[src/inc/dvsr_pkg.sv]
// Purpose: Shared constants and types of the digital volume soft-ramp stage
// Assumes: One mclk domain; gain codes count up toward quieter, 0xFF is mute
// Notes: Register offsets are byte addresses on the control register port
package dvsr_pkg;

    // Register offsets
    localparam logic [7:0] DVSR_ADDR_LINK = 8'h3C;
    localparam logic [7:0] DVSR_ADDR_LEFT = 8'h3D;
    localparam logic [7:0] DVSR_ADDR_RIGHT = 8'h3E;
    localparam logic [7:0] DVSR_ADDR_RAMP = 8'h3F;

    // Reset values
    localparam logic [7:0] DVSR_RST_LINK = 8'h00;
    localparam logic [7:0] DVSR_RST_GAIN = 8'h30;
    localparam logic [7:0] DVSR_RST_RAMP = 8'h33;
    localparam logic [7:0] DVSR_READ_UNMAPPED = 8'h00;

    // Field positions
    localparam int DVSR_LINK_LSB = 0;
    localparam int DVSR_DOWN_RATE_LSB = 6;
    localparam int DVSR_DOWN_STEP_LSB = 4;
    localparam int DVSR_UP_RATE_LSB = 2;
    localparam int DVSR_UP_STEP_LSB = 0;

    // Gain codes
    localparam logic [7:0] DVSR_GAIN_MUTE = 8'hFF;

    // Link field codes
    localparam logic [1:0] DVSR_LINK_INDEPENDENT = 2'h0;
    localparam logic [1:0] DVSR_LINK_FOLLOW_LEFT = 2'h1;

    // Rate code that bypasses the ramp
    localparam logic [1:0] DVSR_RATE_INSTANT = 2'h3;

    // Step sizes in half-dB code units: 4, 2, 1 and 0.5 dB
    localparam logic [7:0] DVSR_STEP_4DB = 8'h08;
    localparam logic [7:0] DVSR_STEP_2DB = 8'h04;
    localparam logic [7:0] DVSR_STEP_1DB = 8'h02;
    localparam logic [7:0] DVSR_STEP_HALF_DB = 8'h01;

    // Ramp states, Gray coded along idle, down, muted, up
    typedef enum logic [1:0] {
        DVSR_ST_IDLE = 2'b00,
        DVSR_ST_DOWN = 2'b01,
        DVSR_ST_MUTED = 2'b11,
        DVSR_ST_UP = 2'b10
    } dvsr_state_t;

endpackage

[src/hw/dvsr_ramp.sv]
// Purpose: One channel of soft mute / unmute gain ramping
// Assumes: fs_tick is a one-cycle pulse once per sample period
// Notes: gain_reg is the code applied to the data path
`timescale 1ns/1ps
module dvsr_ramp
    import dvsr_pkg::*;
(
    input wire logic mclk,
    input wire logic resetn,
    input wire logic fs_tick,
    input wire logic mute_req,
    input wire logic [7:0] target,
    input wire logic [1:0] ramp_down_rate,
    input wire logic [1:0] ramp_down_step,
    input wire logic [1:0] ramp_up_rate,
    input wire logic [1:0] ramp_up_step,
    output logic [7:0] gain_reg,
    output logic ramping_reg
);

    dvsr_state_t state_reg;
    dvsr_state_t state_next;
    logic [7:0] gain_next;
    logic [1:0] tick_cnt_reg;
    logic [1:0] tick_cnt_next;
    logic ramping_next;
    logic [1:0] rate;
    logic [1:0] ticks_max;
    logic update;
    logic [7:0] step;
    logic [8:0] down_sum;
    logic [7:0] up_gap;

    function automatic logic [7:0] step_size(input logic [1:0] code);
        case (code)
            2'h0: step_size = DVSR_STEP_4DB;
            2'h1: step_size = DVSR_STEP_2DB;
            2'h2: step_size = DVSR_STEP_1DB;
            default: step_size = DVSR_STEP_HALF_DB;
        endcase
    endfunction

    ////////////////////////////////////////////////////////////////////////
    always_comb begin
        rate = (state_reg == DVSR_ST_UP) ? ramp_up_rate : ramp_down_rate;
        ticks_max = (rate == 2'h0) ? 2'h0 : ((rate == 2'h1) ? 2'h1 : 2'h3);
        update = fs_tick && (tick_cnt_reg == ticks_max);
        step = (state_reg == DVSR_ST_UP) ? step_size(ramp_up_step) : step_size(ramp_down_step);
        down_sum = {1'b0, gain_reg} + {1'b0, step};
        up_gap = gain_reg - target;
        state_next = state_reg;
        gain_next = gain_reg;
        tick_cnt_next = tick_cnt_reg;
        if (fs_tick) begin
            tick_cnt_next = update ? 2'h0 : tick_cnt_reg + 2'h1;
        end
        case (state_reg)
            DVSR_ST_IDLE: begin
                gain_next = target;
                tick_cnt_next = 2'h0;
                if (mute_req) begin
                    if (ramp_down_rate == DVSR_RATE_INSTANT) begin
                        gain_next = DVSR_GAIN_MUTE;
                        state_next = DVSR_ST_MUTED;
                    end else begin
                        gain_next = gain_reg;
                        state_next = DVSR_ST_DOWN;
                    end
                end
            end
            DVSR_ST_DOWN: begin
                if (!mute_req) begin
                    state_next = DVSR_ST_UP;
                    tick_cnt_next = 2'h0;
                end else if (ramp_down_rate == DVSR_RATE_INSTANT) begin
                    gain_next = DVSR_GAIN_MUTE;
                    state_next = DVSR_ST_MUTED;
                end else if (update) begin
                    if (down_sum >= {1'b0, DVSR_GAIN_MUTE}) begin
                        gain_next = DVSR_GAIN_MUTE;
                        state_next = DVSR_ST_MUTED;
                    end else begin
                        gain_next = down_sum[7:0];
                    end
                end
            end
            DVSR_ST_MUTED: begin
                gain_next = DVSR_GAIN_MUTE;
                tick_cnt_next = 2'h0;
                if (!mute_req) begin
                    state_next = DVSR_ST_UP;
                end
            end
            DVSR_ST_UP: begin
                if (mute_req) begin
                    state_next = DVSR_ST_DOWN;
                    tick_cnt_next = 2'h0;
                end else if (ramp_up_rate == DVSR_RATE_INSTANT || gain_reg <= target) begin
                    gain_next = target;
                    state_next = DVSR_ST_IDLE;
                end else if (update) begin
                    if (up_gap <= step) begin
                        gain_next = target;
                        state_next = DVSR_ST_IDLE;
                    end else begin
                        gain_next = gain_reg - step;
                    end
                end
            end
            default: begin
                state_next = DVSR_ST_IDLE;
            end
        endcase
        ramping_next = (state_next == DVSR_ST_DOWN) || (state_next == DVSR_ST_UP);
    end

    ////////////////////////////////////////////////////////////////////////
    always_ff @(posedge mclk) begin
        if (!resetn) begin
            state_reg <= DVSR_ST_IDLE;
            gain_reg <= DVSR_RST_GAIN;
            tick_cnt_reg <= 2'h0;
            ramping_reg <= 1'b0;
        end else begin
            state_reg <= state_next;
            gain_reg <= gain_next;
            tick_cnt_reg <= tick_cnt_next;
            ramping_reg <= ramping_next;
        end
    end

endmodule // dvsr_ramp

[src/hw/dvsr_top.sv]
// Purpose: Stereo digital volume registers with soft mute ramping
// Assumes: Register port and pins synchronous to mclk
// Notes: One tagged line per rule below
// Functional notes
// - Link field: 00 independent channels, 01 right follows left setting.
// - Left gain code: 0x00 is +24 dB, 0.5 dB steps, 0xFF mute, reset 0x30.
// - Right gain code identical to left, reset to 0 dB code.
// - Ramp-down update every 1, 2, 4 sample periods; code 11 mutes instantly.
// - Ramp-down step 4, 2, 1 or 0.5 dB; reset code 11.
// - Pin or register soft mute both use the normal ramp settings.
// - Ramp-up update every 1, 2, 4 sample periods; code 11 restores instantly.
// - Ramp-up step 4, 2, 1 or 0.5 dB; reset code 11.
`timescale 1ns/1ps
module dvsr_top
    import dvsr_pkg::*;
(
    input wire logic mclk,
    input wire logic resetn,
    input wire logic fs_tick,
    input wire logic soft_mute_pin_n,
    input wire logic soft_mute_register,
    input wire logic reg_wr_en,
    input wire logic reg_rd_en,
    input wire logic [7:0] reg_addr,
    input wire logic [7:0] reg_wdata,
    output logic [7:0] reg_rdata,
    output logic [7:0] left_gain_now,
    output logic [7:0] right_gain_now,
    output logic left_ramping,
    output logic right_ramping
);

    logic [7:0] link_reg;
    logic [7:0] link_next;
    logic [7:0] left_reg;
    logic [7:0] left_next;
    logic [7:0] right_reg;
    logic [7:0] right_next;
    logic [7:0] ramp_reg;
    logic [7:0] ramp_next;
    logic [7:0] rdata_reg;
    logic [7:0] rdata_next;
    logic [1:0] volume_link_field;
    logic [7:0] right_target;
    logic mute_req;
    logic [1:0] ramp_down_rate;
    logic [1:0] ramp_down_step;
    logic [1:0] ramp_up_rate;
    logic [1:0] ramp_up_step;

    ////////////////////////////////////////////////////////////////////////
    // Register writes and reads
    always_comb begin
        link_next = link_reg;
        left_next = left_reg;
        right_next = right_reg;
        ramp_next = ramp_reg;
        if (reg_wr_en) begin
            if (reg_addr == DVSR_ADDR_LINK) begin
                link_next = reg_wdata;
            end else if (reg_addr == DVSR_ADDR_LEFT) begin
                left_next = reg_wdata;
            end else if (reg_addr == DVSR_ADDR_RIGHT) begin
                right_next = reg_wdata;
            end else if (reg_addr == DVSR_ADDR_RAMP) begin
                ramp_next = reg_wdata;
            end
        end
        rdata_next = rdata_reg;
        if (reg_rd_en) begin
            if (reg_addr == DVSR_ADDR_LINK) begin
                rdata_next = link_reg;
            end else if (reg_addr == DVSR_ADDR_LEFT) begin
                rdata_next = left_reg;
            end else if (reg_addr == DVSR_ADDR_RIGHT) begin
                rdata_next = right_reg;
            end else if (reg_addr == DVSR_ADDR_RAMP) begin
                rdata_next = ramp_reg;
            end else begin
                rdata_next = DVSR_READ_UNMAPPED;
            end
        end
    end

    always_ff @(posedge mclk) begin
        if (!resetn) begin
            link_reg <= DVSR_RST_LINK;
            left_reg <= DVSR_RST_GAIN;
            right_reg <= DVSR_RST_GAIN;
            ramp_reg <= DVSR_RST_RAMP;
            rdata_reg <= DVSR_READ_UNMAPPED;
        end else begin
            link_reg <= link_next;
            left_reg <= left_next;
            right_reg <= right_next;
            ramp_reg <= ramp_next;
            rdata_reg <= rdata_next;
        end
    end

    assign reg_rdata = rdata_reg;

    ////////////////////////////////////////////////////////////////////////
    // Field decode, link and mute request
    always_comb begin
        volume_link_field = link_reg[DVSR_LINK_LSB +: 2];
        right_target = (volume_link_field == DVSR_LINK_FOLLOW_LEFT) ? left_reg : right_reg;
        mute_req = !soft_mute_pin_n || soft_mute_register;
        ramp_down_rate = ramp_reg[DVSR_DOWN_RATE_LSB +: 2];
        ramp_down_step = ramp_reg[DVSR_DOWN_STEP_LSB +: 2];
        ramp_up_rate = ramp_reg[DVSR_UP_RATE_LSB +: 2];
        ramp_up_step = ramp_reg[DVSR_UP_STEP_LSB +: 2];
    end

    ////////////////////////////////////////////////////////////////////////
    // Channel ramps
    dvsr_ramp u_left (
        .mclk(mclk),
        .resetn(resetn),
        .fs_tick(fs_tick),
        .mute_req(mute_req),
        .target(left_reg),
        .ramp_down_rate(ramp_down_rate),
        .ramp_down_step(ramp_down_step),
        .ramp_up_rate(ramp_up_rate),
        .ramp_up_step(ramp_up_step),
        .gain_reg(left_gain_now),
        .ramping_reg(left_ramping)
    );

    dvsr_ramp u_right (
        .mclk(mclk),
        .resetn(resetn),
        .fs_tick(fs_tick),
        .mute_req(mute_req),
        .target(right_target),
        .ramp_down_rate(ramp_down_rate),
        .ramp_down_step(ramp_down_step),
        .ramp_up_rate(ramp_up_rate),
        .ramp_up_step(ramp_up_step),
        .gain_reg(right_gain_now),
        .ramping_reg(right_ramping)
    );

endmodule // dvsr_top

[config.mk]
export PLATFORM = sky130hd
export DESIGN_NAME = dvsr_top
export DESIGN_NICKNAME = d
export VERILOG_FILES = /design/src/inc/dvsr_pkg.sv /design/src/hw/dvsr_ramp.sv /design/src/hw/dvsr_top.sv
export SDC_FILE = /design/constraint.sdc
export NUM_CORES = 1
export LEC_CHECK = 0
export BUFFER_PORTS_ARGS = -buffer_cell sky130_fd_sc_hd__buf_2
export CAP_MARGIN = 20
export CORE_UTILIZATION = 40
export DETAILED_ROUTE_END_ITERATION = 16
export PLACE_DENSITY = 0.6
export SYNTH_ARGS = -nofsm -noshare
export SYNTH_HDL_FRONTEND = slang
export SYNTH_SLANG_ARGS = --single-unit
export TNS_END_PERCENT = 5
[constraint.sdc]
create_clock -name mclk -period 7.8 [get_ports mclk]
set_input_delay 2.34 -clock mclk [delete_from_list [all_inputs] [get_ports mclk]]
set_output_delay 2.34 -clock mclk [all_outputs]
set_load 0.02 [all_outputs]
* Word level (Yosys, flattened, before mapping)
Index checks and enable logic that the tools add are counted.
** Cells by class
- Add/sub/neg operators :: 8
- $lt $le $gt $ge :: 6
- Equal/unequal tests :: 35
- Mux-type cells :: 69
- Bitwise gates (word level) :: 3
- Reductions and logical operators :: 22
** Operator list (count)
- 8-bit two-way mux :: 25
- 2-bit two-way mux :: 35
- 8-bit one-hot mux with 4 select lines :: 2
- 8-bit by 6-bit == test with 1-bit output (second input constant) :: 4
- 8-bit <= comparator :: 4
- 8-bit subtractor :: 4
- 4-bit one-hot mux with 3 select lines :: 2
- 2-bit == test (second input constant) :: 10
- 8-bit by 8-bit adder with 9-bit output :: 2
- 2-bit by 1-bit == test with 1-bit output (second input constant) :: 9
- 9-bit by 8-bit greater-or-equal comparator with 1-bit output (second input constant) :: 2
- 2-bit one-hot mux with 4 select lines :: 2
- 5-bit AND reduction :: 3
- 2-bit zero test :: 6
- 2-bit one-hot mux with 3 select lines :: 2
- 3-bit by 2-bit != test with 1-bit output (second input constant) :: 3
- 2-bit != test (second input constant) :: 3
- 3-bit != test (second input constant) :: 2
- 1-bit logical OR :: 5
- 2-bit by 1-bit adder with 2-bit output (second input constant) :: 2
- 2-bit == test :: 2
- 4-bit two-way mux :: 1
- 4-bit AND reduction :: 1
- 2-bit OR reduction :: 2
- other kinds (7) :: 10
** Word-level totals
- Register bits :: 66
- Output and inout port bits :: 26

* Longest topological paths before layout
Gate-level depths: netlist of the first run.
- Depth after elaboration :: 13
- Gate-level depth with buffers :: 19
- Gate-level depth less buffers :: 18

* Hierarchy
Synthesis of the first run repeated with hierarchy kept, for this count alone.
** Unflattened totals
- Cells, all modules :: 707
- Area, all modules :: 5967.0 µm²
** Modules (own cells, without submodules)
- dvsr_ramp (u_left) :: times used 1, cells an instance 283, area each 2184.6 µm², seq. area each 260.2 µm²
- dvsr_ramp (u_right) :: times used 1, cells an instance 259, area each 1910.6 µm², seq. area each 260.2 µm²
- dvsr_top :: times used 1, cells an instance 165, area each 1871.8 µm², seq. area each 800.8 µm²

* Worst setup path before layout of the first run
Ideal clock, no wire load.
- Path kind :: input to register
- Start :: in reg_addr[7]
- End :: reg link_reg[7]
- Setup time :: 128 ps
- Arrival time :: 4251 ps
- Data required time :: 7672 ps
- Setup slack :: 3420 ps
- Stages :: 8
- Buffers on the path :: 3
- Cells stage by stage :: or4_1 > clkbuf_1 > or3_1 > clkbuf_1 > or2_2 > clkbuf_1 > mux2i_1 > nor2_1
** On the way
- Cells in the longest elaborated chain, start to end :: 2
** RTL lines
- from (decl) :: RTL line dvsr_top.sv:24 : input wire logic [7:0] reg_addr,
- 8-bit by 6-bit == test with 1-bit output :: RTL line dvsr_top.sv:59 : if (reg_addr == DVSR_ADDR_LINK) begin
- 2-bit AND reduction (no source line)
- to (signal assigned) :: RTL line dvsr_top.sv:93 : link_reg <= link_next;
- to (decl) :: RTL line dvsr_top.sv:33 : logic [7:0] link_reg;
Every way passes these cells.
A chain may end at the register's enable or synchronous reset.

* Worst setup path in the final report of the first run
- Start :: reg link_reg[0]
- End :: reg u_right.gain_reg[0]
** On the way
- Cells in the longest elaborated chain, start to end :: 9
- Elaborated cells on any way between the ends :: 14
- Those cells by class :: add/sub (1); order compare (2); eq/ne (2); mux (7); reduce/logical (2)
** RTL lines
- 2-bit by 1-bit == test with 1-bit output * :: RTL line dvsr_top.sv:107 : right_target = (volume_link_field == DVSR_LINK_FOLLOW_LEFT) ? left_reg : right_reg;
- 8-bit two-way mux * :: RTL line dvsr_top.sv:107
- 8-bit subtractor :: RTL line dvsr_ramp.sv:50 : up_gap = gain_reg - target;
- 8-bit <= comparator :: RTL line dvsr_ramp.sv:102 : if (up_gap <= step) begin
- 8-bit two-way mux :: RTL line dvsr_ramp.sv:102
- 8-bit two-way mux :: RTL line dvsr_ramp.sv:101 : end else if (update) begin
- 8-bit two-way mux :: RTL line dvsr_ramp.sv:98 : end else if (ramp_up_rate == DVSR_RATE_INSTANT || gain_reg <= target) begin
- 8-bit two-way mux :: RTL line dvsr_ramp.sv:95 : if (mute_req) begin
- 8-bit one-hot mux with 4 select lines :: RTL line dvsr_ramp.sv:57 : case (state_reg)
- to (signal assigned) :: RTL line dvsr_ramp.sv:126 : gain_reg <= gain_next;
- to (decl) :: RTL line dvsr_ramp.sv:17 : output logic [7:0] gain_reg,
Mark *: on every way between the ends. The rest lies on a longest branch, timed or not. The select of a mux whose other input is x is not followed.

==> flow_metrics.py, run 1 <==
metrics = {
    "final_layout": {
        "num-nets-final": 810,
        "final_layout_size_suffix_gt1_frac": 0.138,
        "fillCellCount": 1407,
        "diodes": 0,
        "design_area_sq_um": 6330,
        "areaGrowthSynthToFinish_pct": 9.30,
        "fin_cells": 928,
        "final_util": 0.452,
    },
    "worst_hold_path": {
        "holdCritStartpoint": "reg_rdata[5]",
        "hold_class": "flop to flop",
    },
    "placed_design": {
        "place_congestion": 0.892,
        "place_inst": 911,
        "hpwl_um": 12900,
        "placed_cell_area_sq_um": 6030,
        "portBuffers": 48,
        "dp_slack_ns": 3.33,
    },
    "floorplanning": {
        "start_util": 0.414,
        "row_count": 43,
        "ios": 49,
        "dieHeight_um": 122,
        "dieArea_sq_um": 15000,
        "fp.coreArea_sq_um": 14000,
        "die_w_um": 122,
    },
    "yosys": {
        "synth_ff_type": "dfxtp_1",
        "ys_top_cells_by_count": "nor2_1 (86), dfxtp_1 (66), mux2i_1 (62), nand2_1 (58), a21oi_1 (40)",
        "synth_edf_count": 0,
        "synthesis.area_sq_um": 5790,
        "ys_seq_area_frac": 0.228,
        "yosysUniqueCellTypes": 84,
        "ys_async_sr_fraction": 0,
        "synthCells": 721,
        "yosysTopAreaCell": "dfxtp_1",
        "synth_fp_nets": 788,
        "ys_seq_elements": 66,
        "synth_top_area_share": 0.228,
        "synthTopCellsByArea": "dfxtp_1 (23%), mux2i_1 (11%), ha_1 (8.4%), nor2_1 (5.6%), nand2_1 (3.8%)",
        "yosys_warnings": 0,
        "synth.most_common_cell": "nor2_1",
        "syn_avg_cell_area_sq_um": 8.03,
    },
    "run": {
        "drv_cap": 0,
    },
    "global_route": {
        "grt_pass1_vias": 5256,
        "antenna_found_initial": 0,
        "grtUsageTotal": 0.240,
        "grt_pass1_wl_um": 27400,
        "gr-total-overflow": 0,
        "grt_start_max_net_pins": 41,
    },
    "route": {
        "drc": 0,
        "via_per_inst": 6.03,
        "wire_per_inst_um": 18.3,
        "drtIter0Drc": 413,
        "dr.pass1.iters": 5,
        "drt_wl_total_um": 17000,
        "ant_nets": 0,
        "vias": 5595,
    },
    "clock_network": {
        "clock_sinks": 66,
        "cts_tree": "built",
        "clockBufferDepth": 2,
        "ctsResizeCount": 0,
        "numCtsBuffers": 9,
        "cts_setup_buffers": 0,
        "hold_buffers": 0,
        "htreeDepth": 3,
        "clk_latency_ns": 0.35,
        "cts_root_buf": "clkbuf_16",
        "clkTransAtPathRegs_ns": 0.06,
    },
    "sta": {
        "setup_violations": 0,
        "hold_viol": 0,
        "max-slew-margin-rel": 0.395,
        "post-route-period-util": 0.600,
        "rsz0062_at_grt": "false",
        "max_freq_mhz": 214,
        "worst_pin_slew_ns": 0.904,
        "slew_viol_final": 0,
        "fin_setup_tns_ns": 0,
        "fin_hold_ws_ns": 0.492,
        "finalClockSkew_ns": 0.00619,
        "period_minus_slack_ns": 4.68,
        "layout_setup_ws_ns": 3.12,
    },
    "setup_path": {
        "worstSetupPathType": "flop to flop",
        "critPathMaxFanout": 8,
        "path_common_cell": "nand2_1",
        "r2r-start": "link_reg[0]",
        "critPathLaunchType": "flop",
        "worstPathArrival_ns": 4.90,
        "cp_top_family": "compound AO/OA/AOI/OAI gates",
        "crit_buf_inv": 0,
        "crit_chain": "or2b_2 -> nand2_1 -> nand2_1 -> ha_1 -> and4b_2 -> a311oi_1 -> a221o_2 -> nand2_1 -> xor2_1 -> ha_1 -> a21oi_1 -> o21ai_0 -> o21ai_0 -> o2111ai_1 -> a2111o_1 -> or2_1 -> a311oi_1 -> o21ai_1",
        "endpoint_kind": "flop",
        "cpMaxStageDelayCell": "a2111o_1",
        "critPathMaxStageDelay_ns": 0.50,
        "critPathRequiredTime_ns": 8.03,
        "cp-startpoint": "link_reg[0]",
    },
    "outcome": {
        "status": "finished, final reports clean",
    },
    "power": {
        "p_total_mw": 1.07,
        "p_leak_nw": 2.73,
        "power.density_nw_per_um2": 169,
        "ir_worst_vdd_mv": 0.127,
    },
}
-- worst register-to-register path, stage by stage, from the launching register on --
cell and delay, ns:
dfxtp_1 0.47, or2b_2 0.38, nand2_1 0.08, nand2_1 0.17, ha_1 0.29, and4b_2 0.23
a311oi_1 0.33, a221o_2 0.25, nand2_1 0.08, xor2_1 0.18, ha_1 0.33, a21oi_1 0.14
o21ai_0 0.08, o21ai_0 0.14, o2111ai_1 0.18, a2111o_1 0.50, or2_1 0.32, a311oi_1 0.29
o21ai_1 0.12
-- per-layer routing --
metal  vias to the layer above  share of wire  global-route usage
met4                         0          0.033               0.111
met2                       223           0.45               0.373
met1                      2649           0.45               0.318
met3                        52          0.072              0.0474
met5                         -              0                   0
li1                       2671              -                   -
-- placed cells by master, fill, tap and decap left out, drive strengths merged, types with 5 or more instances in the layout --
cell type,n
buf,51
dfxtp,66
nor2b,7
o31ai,6
clkbuf,9
o21ai,35
and2,6
nor2,86
fa,5
o2111ai,5
or3,8
mux2i,63
a31oi,12
nand3,20
nor3,15
inv,42
a21oi,40
xor2,15
o21a,6
xnor2,22
nand2b,9
nand2,58
a211oi,9
ha,39
a21o,10
o211ai,10
o221a,9
-- kinds of logic (layout without fill, tap and decap cells) --
logic type	after synthesis	after routing	share of synthesized area
flops	66	66	0.228
compound gates	189	189	0.233
buf+inv	80	107	0.0664
mux	65	65	0.113
simple gates	237	237	0.196
fa+ha+maj	47	47	0.107
xor+xnor	37	37	0.0560
-- final timing paths --
path                         endpoint  depth (start not counted)  slack, ns
setup / recovery  u_right.gain_reg[0]                         18       3.12
hold reg to reg          reg_rdata[5]                          2       0.49
setup reg to reg  u_right.gain_reg[0]                         18       3.12
hold / removal           reg_rdata[5]                          2       0.49
-- final cells by class --
cell class	instances	area (sq um)	share of cell area
multi-input cells	575	4080	0.645
inverters	40	150	0.0237
well taps	180	225	0.0356
clock buffers	9	225	0.0356
clock inverters	7	58.8	0.00930
repair buffers	51	263	0.0415
flip-flops and latches	66	1320	0.209
-- where the power goes --
group          total [mW]  switching [mW]  leakage [nW]  internal (mW)
clock network       0.397           0.177         0.133          0.220
logic               0.301           0.186          2.06          0.115
registers           0.373          0.0259         0.536          0.347
(Power assumes the default switching activity.)
==> inputs of run 2 (changes only) <==
==> constraint.sdc (replaced) <==
create_clock -name mclk -period 4.8 [get_ports mclk]
set_input_delay 1.44 -clock mclk [delete_from_list [all_inputs] [get_ports mclk]]
set_output_delay 1.44 -clock mclk [all_outputs]
set_load 0.02 [all_outputs]
==> run 2 against run 1 <==
Compared with the run above:
- via count rose by 0.66%
- combinational power rose by 67%
- cell area grew 0.85%
- register-to-register slack lost 2.6 ns
- non-clock buffer count up 6
- count of clock-buffer cells in the layout is the same
- critical path type unchanged
- largest cell class unchanged
- largest power group unchanged
- highest routed layer unchanged
==> flow_metrics.py, run 2 (synthesis gave the netlist of run 1 again) <==
metrics = {
    "global_route": {
        "grt_pass1_wl_um": 28500,
        "grt_start_max_net_pins": 33,
        "grt_pass1_vias": 5439,
        "grtUsageTotal": 0.244,
        "antenna_found_initial": 0,
        "gr-total-overflow": 0,
    },
    "sta": {
        "fin_setup_tns_ns": 0,
        "finalClockSkew_ns": 0.00700,
        "slew_viol_final": 0,
        "setup_violations": 0,
        "period_minus_slack_ns": 4.32,
        "worst_pin_slew_ns": 0.911,
        "max-slew-margin-rel": 0.390,
        "post-route-period-util": 0.900,
        "max_freq_mhz": 232,
        "hold_viol": 0,
        "rsz0062_at_grt": "false",
    },
    "power": {
        "ir_worst_vdd_mv": 0.161,
        "netSwitchingPower_mw": 0.605,
        "p_seq_frac": 0.339,
        "comb_power_share": 0.286,
        "intPower_mw": 1.15,
        "power.density_nw_per_um2": 276,
        "p_total_mw": 1.76,
        "p_clk_frac": 0.374,
        "p_sw_frac": 0.344,
        "p_leak_nw": 2.76,
    },
    "setup_path": {
        "critPathMaxFanout": 8,
        "critPathRequiredTime_ns": 5.00,
        "critPathLaunchType": "flop",
        "cp_top_family": "compound AO/OA/AOI/OAI gates",
        "cpMaxStageDelayCell": "a2111o_1",
        "worstPathArrival_ns": 4.52,
        "crit_buf_inv": 0,
        "crit_chain": "or2b_2 -> nand2_1 -> nand2_1 -> ha_1 -> and4b_2 -> a311oi_1 -> a221o_2 -> nand2_1 -> xor2_1 -> ha_1 -> a21oi_1 -> o21ai_0 -> o21ai_0 -> o2111ai_1 -> a2111o_1 -> o21a_2 -> a211oi_1 -> o31ai_1",
        "critPathMaxStageDelay_ns": 0.47,
        "path_common_cell": "nand2_1",
        "worstSetupPathType": "flop to flop",
        "endpoint_kind": "flop",
    },
    "route": {
        "drtIter0Drc": 459,
        "wire_per_inst_um": 18.8,
        "drc": 0,
        "drt_wl_total_um": 17600,
        "vias": 5632,
        "ant_nets": 0,
        "via_per_inst": 6.04,
        "dr.pass1.iters": 7,
    },
    "final_layout": {
        "fillCellCount": 1396,
        "regArea_sq_um": 1320,
        "diodes": 0,
        "multiInputGateArea_sq_um": 4080,
        "final_common_cell": "nor2_1",
        "most-common-layout-cells": "nor2_1 (86), dfxtp_1 (66), mux2i_1 (62), nand2_1 (58), buf_2 (48)",
        "final_layout_size_suffix_gt1_frac": 0.143,
        "num-nets-final": 816,
        "areaGrowthSynthToFinish_pct": 10.2,
    },
    "clock_network": {
        "cts_root_buf": "clkbuf_16",
        "clockBufferDepth": 2,
        "clk_latency_ns": 0.33,
        "cts_tree": "built",
        "hold_buffers": 0,
        "numCtsBuffers": 9,
        "ctsResizeCount": 0,
        "htreeDepth": 3,
        "cts_setup_buffers": 0,
        "clock_sinks": 66,
        "clkTransAtPathRegs_ns": 0.06,
    },
    "placed_design": {
        "hpwl_um": 13400,
        "place_congestion": 0.897,
        "portBuffers": 48,
    },
    "floorplanning": {
        "start_util": 0.414,
        "fp.coreArea_sq_um": 14000,
        "dieHeight_um": 122,
        "dieArea_sq_um": 15000,
        "die_w_um": 122,
        "row_count": 43,
        "ios": 49,
    },
    "run": {
        "drv_cap": 0,
    },
    "worst_hold_path": {
        "hold_class": "flop to flop",
    },
    "outcome": {
        "status": "finished, final reports clean",
    },
}
[run 2: changes by cell type in the layout (fill, tap and decap cells not counted), sizes merged]
cell    before  now
buf         51   57
clkinv       3    4
bufinv       0    1
inv         42   39
[run 2: stage by stage]
step                hold slack [ns]  setup WS [ns]  cell area (sq um)  utilization  cells
floorplan                     0.464           1.04               5790            -    721
global placement              0.470          0.687               6080        0.435    917
detailed placement            0.480          0.576               6090        0.435    918
CTS                           0.501          0.507               6380        0.456    933
global route                  0.516          0.214               6380        0.456    933
finish                        0.492          0.482               6380        0.456    933
[run 2: final timing paths]
check / startpoint / to / slack [ns] / depth (start not counted)
max: link_reg[0] / u_right.gain_reg[4] / 0.48 / 18
min reg2reg: reg_rdata[3] / reg_rdata[3] / 0.49 / 2
min: reg_rdata[3] / reg_rdata[3] / 0.49 / 2
max reg2reg: link_reg[0] / u_right.gain_reg[4] / 0.48 / 18
[run 2: power by group through the flow]
stage / Sequential (mW) / Combinational [mW] / Clock [mW]
after floorplan: 0.613 / 0.361 / 0
after global routing: 0.600 / 0.548 / 0.694
after CTS: 0.597 / 0.492 / 0.667
after global placement: 0.609 / 0.486 / 0
final: 0.597 / 0.504 / 0.659
after detailed placement: 0.609 / 0.490 / 0
[run 2: tightest hold or removal path: stages, from the launching register on]
cell and delay, ns:
dfxtp_1 0.32, mux2i_1 0.06, nor2_1 0.07
[run 2: layer usage]
layer | global-route usage | part of all wire | vias up | routed length (um)
met1 | 0.328 | 0.46 | 2691 | 8070
li1 | - | - | 2688 | -
met4 | 0.0915 | 0.025 | 0 | 434
met5 | 0 | 0 | - | 0
met3 | 0.0493 | 0.067 | 35 | 1180
met2 | 0.382 | 0.45 | 218 | 7870
[run 2: layout make-up]
cell class                      instances  area share
Timing Repair Buffer                   57      0.0482
Multi-Input combinational cell        575       0.640
Sequential cell                        66       0.207
Clock inverter                          6      0.0106
Tap cell                              180      0.0353
Clock buffer                            9      0.0353
Inverter                               40      0.0235
==> inputs of run 3 (changes only) <==
--- a/config.mk
+++ b/config.mk
@@ -5,7 +5,7 @@
 export SDC_FILE = /design/constraint.sdc
 export NUM_CORES = 1
 export LEC_CHECK = 0
-export BUFFER_PORTS_ARGS = -buffer_cell sky130_fd_sc_hd__buf_2
+export BUFFER_PORTS_ARGS = -buffer_cell sky130_fd_sc_hd__buf_4
 export CAP_MARGIN = 20
 export CORE_UTILIZATION = 40
 export DETAILED_ROUTE_END_ITERATION = 16
==> run 3 against run 2 <==
Compared with the run above:
- first-iteration DRC count fell by 15%
- hold slack improved by 0.0069 ns
- final cell count increased by 0.21%
- sequential share of layout area is 0.51 points lower
- critical path depth unchanged
- fmax is 0.15% higher
- routed wire length fell by 0.57%
- core utilization grew 1.1 points
- critical endpoint unchanged
- combinational power is 0.8% higher
- largest cell class unchanged
==> flow_metrics.py, run 3 (synthesis gave the netlist of run 1 again) <==
metrics = {
    "outcome": {
        "status": "finished, final reports clean",
    },
    "sta": {
        "worst_pin_slew_ns": 0.945,
        "post-route-period-util": 0.898,
        "slew_viol_final": 0,
        "finalClockSkew_ns": 0.00984,
        "max_freq_mhz": 232,
        "period_minus_slack_ns": 4.31,
        "fin_hold_ws_ns": 0.499,
        "fin_setup_tns_ns": 0,
        "layout_setup_ws_ns": 0.488,
        "rsz0062_at_grt": "false",
        "hold_viol": 0,
        "max-slew-margin-rel": 0.368,
        "setup_violations": 0,
    },
    "setup_path": {
        "critPathMaxStageDelay_ns": 0.48,
        "cp-startpoint": "link_reg[0]",
        "worstPathArrival_ns": 4.53,
        "crit_cells": 18,
        "crit_chain": "or2b_2 -> nand2_1 -> nand2_1 -> ha_1 -> and4b_2 -> a311oi_1 -> a221o_2 -> nand2_1 -> xor2_1 -> ha_1 -> a21oi_1 -> o21ai_0 -> o21ai_0 -> o2111ai_1 -> a2111o_1 -> o21a_2 -> a211oi_1 -> o31ai_1",
        "critPathRequiredTime_ns": 5.01,
        "critPathMaxFanout": 8,
        "reg2reg_to": "u_right.gain_reg[4]",
        "critPathLaunchType": "flop",
        "path_common_cell": "nand2_1",
        "r2r_cells": 18,
        "r2r-start": "link_reg[0]",
        "cpMaxStageDelayCell": "a2111o_1",
        "crit_end": "u_right.gain_reg[4]",
        "cp_top_family": "compound AO/OA/AOI/OAI gates",
        "crit_buf_inv": 0,
        "r2r_setup_slack_ns": 0.49,
        "worstSetupPathType": "flop to flop",
        "endpoint_kind": "flop",
    },
    "route": {
        "drc": 0,
        "vias": 5564,
        "dr.pass1.iters": 7,
        "wire_per_inst_um": 18.7,
        "via_per_inst": 5.95,
        "drt_wl_total_um": 17500,
        "drtIter0Drc": 390,
        "ant_nets": 0,
    },
    "floorplanning": {
        "ios": 49,
        "dieHeight_um": 122,
        "start_util": 0.414,
        "dieArea_sq_um": 15000,
        "die_w_um": 122,
        "fp.coreArea_sq_um": 14000,
        "row_count": 43,
    },
    "placed_design": {
        "hpwl_um": 13300,
        "place_congestion": 0.936,
        "place_inst": 918,
        "placed_cell_area_sq_um": 6210,
        "portBuffers": 48,
        "dp_slack_ns": 0.552,
    },
    "global_route": {
        "grtUsageTotal": 0.243,
        "gr-total-overflow": 0,
        "grt_pass1_wl_um": 28000,
        "grt_start_max_net_pins": 40,
        "antenna_found_initial": 0,
        "grt_pass1_vias": 5301,
    },
    "clock_network": {
        "clk_latency_ns": 0.35,
        "hold_buffers": 0,
        "clock_sinks": 66,
        "cts_tree": "built",
        "htreeDepth": 3,
        "clkTransAtPathRegs_ns": 0.06,
        "numCtsBuffers": 9,
        "cts_root_buf": "clkbuf_16",
        "ctsResizeCount": 0,
        "clockBufferDepth": 2,
        "cts_setup_buffers": 0,
    },
    "final_layout": {
        "most-common-layout-cells": "nor2_1 (86), dfxtp_1 (66), mux2i_1 (62), nand2_1 (58), buf_4 (58)",
        "fin_cells": 935,
        "final_common_cell": "nor2_1",
        "diodes": 0,
        "final_util": 0.468,
        "fillCellCount": 1373,
        "final_layout_size_suffix_gt1_frac": 0.146,
        "design_area_sq_um": 6540,
        "areaGrowthSynthToFinish_pct": 13.0,
        "num-nets-final": 817,
    },
    "worst_hold_path": {
        "hold_class": "flop to flop",
    },
    "run": {
        "drv_cap": 0,
    },
    "power": {
        "power.density_nw_per_um2": 282,
        "ir_worst_vdd_mv": 0.173,
        "p_leak_nw": 2.82,
        "p_total_mw": 1.85,
    },
}
run 3: changes by cell type in the layout (fill, tap and decap cells not counted), sizes merged:
cell      delta
clkinv       +1
buf          +1
inv          +1
bufinv       +1
clkinvlp     -2
run 3: worst min path at each step:
stage | endpoint | start | cells past startpoint
final | link_reg[7] | link_reg[7] | 2
after global placement | link_reg[5] | link_reg[5] | 2
after global routing | link_reg[6] | link_reg[6] | 2
after CTS | link_reg[7] | link_reg[7] | 2
after floorplan | link_reg[2] | link_reg[2] | 2
after detailed placement | reg_rdata[7] | reg_rdata[7] | 2
run 3: worst reg2reg max path, stage by stage (launching register included):
cell and delay, ns:
dfxtp_1 0.43, or2b_2 0.36, nand2_1 0.08, nand2_1 0.17
ha_1 0.27, and4b_2 0.21, a311oi_1 0.25, a221o_2 0.21
nand2_1 0.08, xor2_1 0.19, ha_1 0.33, a21oi_1 0.14
o21ai_0 0.08, o21ai_0 0.09, o2111ai_1 0.13, a2111o_1 0.48
o21a_2 0.33, a211oi_1 0.24, o31ai_1 0.11
run 3: power by group:
part,internal [mW],leakage (nW),switching (mW),total [mW]
sequential,0.564,0.536,0.0370,0.601
clock,0.459,0.160,0.277,0.736
combinational,0.201,2.12,0.307,0.508
total,1.22,2.82,0.621,1.85
run 3: final cells by class:
class | count | area [sq um] | share of cell area
clock buffer | 9 | 225 | 0.0344
tap | 180 | 225 | 0.0344
timing repair buffer | 58 | 435 | 0.0666
clock inverter | 7 | 100 | 0.0153
inverter | 40 | 150 | 0.0230
multi-input combinational | 575 | 4080 | 0.624
sequential | 66 | 1320 | 0.202
run 3: layer usage:
| metal | vias to the layer above | global-route usage | share of wire |
|---|---|---|---|
| met2 | 207 | 0.381 | 0.46 |
| met3 | 40 | 0.0423 | 0.059 |
| li1 | 2689 | - | - |
| met4 | 0 | 0.0968 | 0.029 |
| met1 | 2628 | 0.330 | 0.46 |
| met5 | - | 0 | 0 |
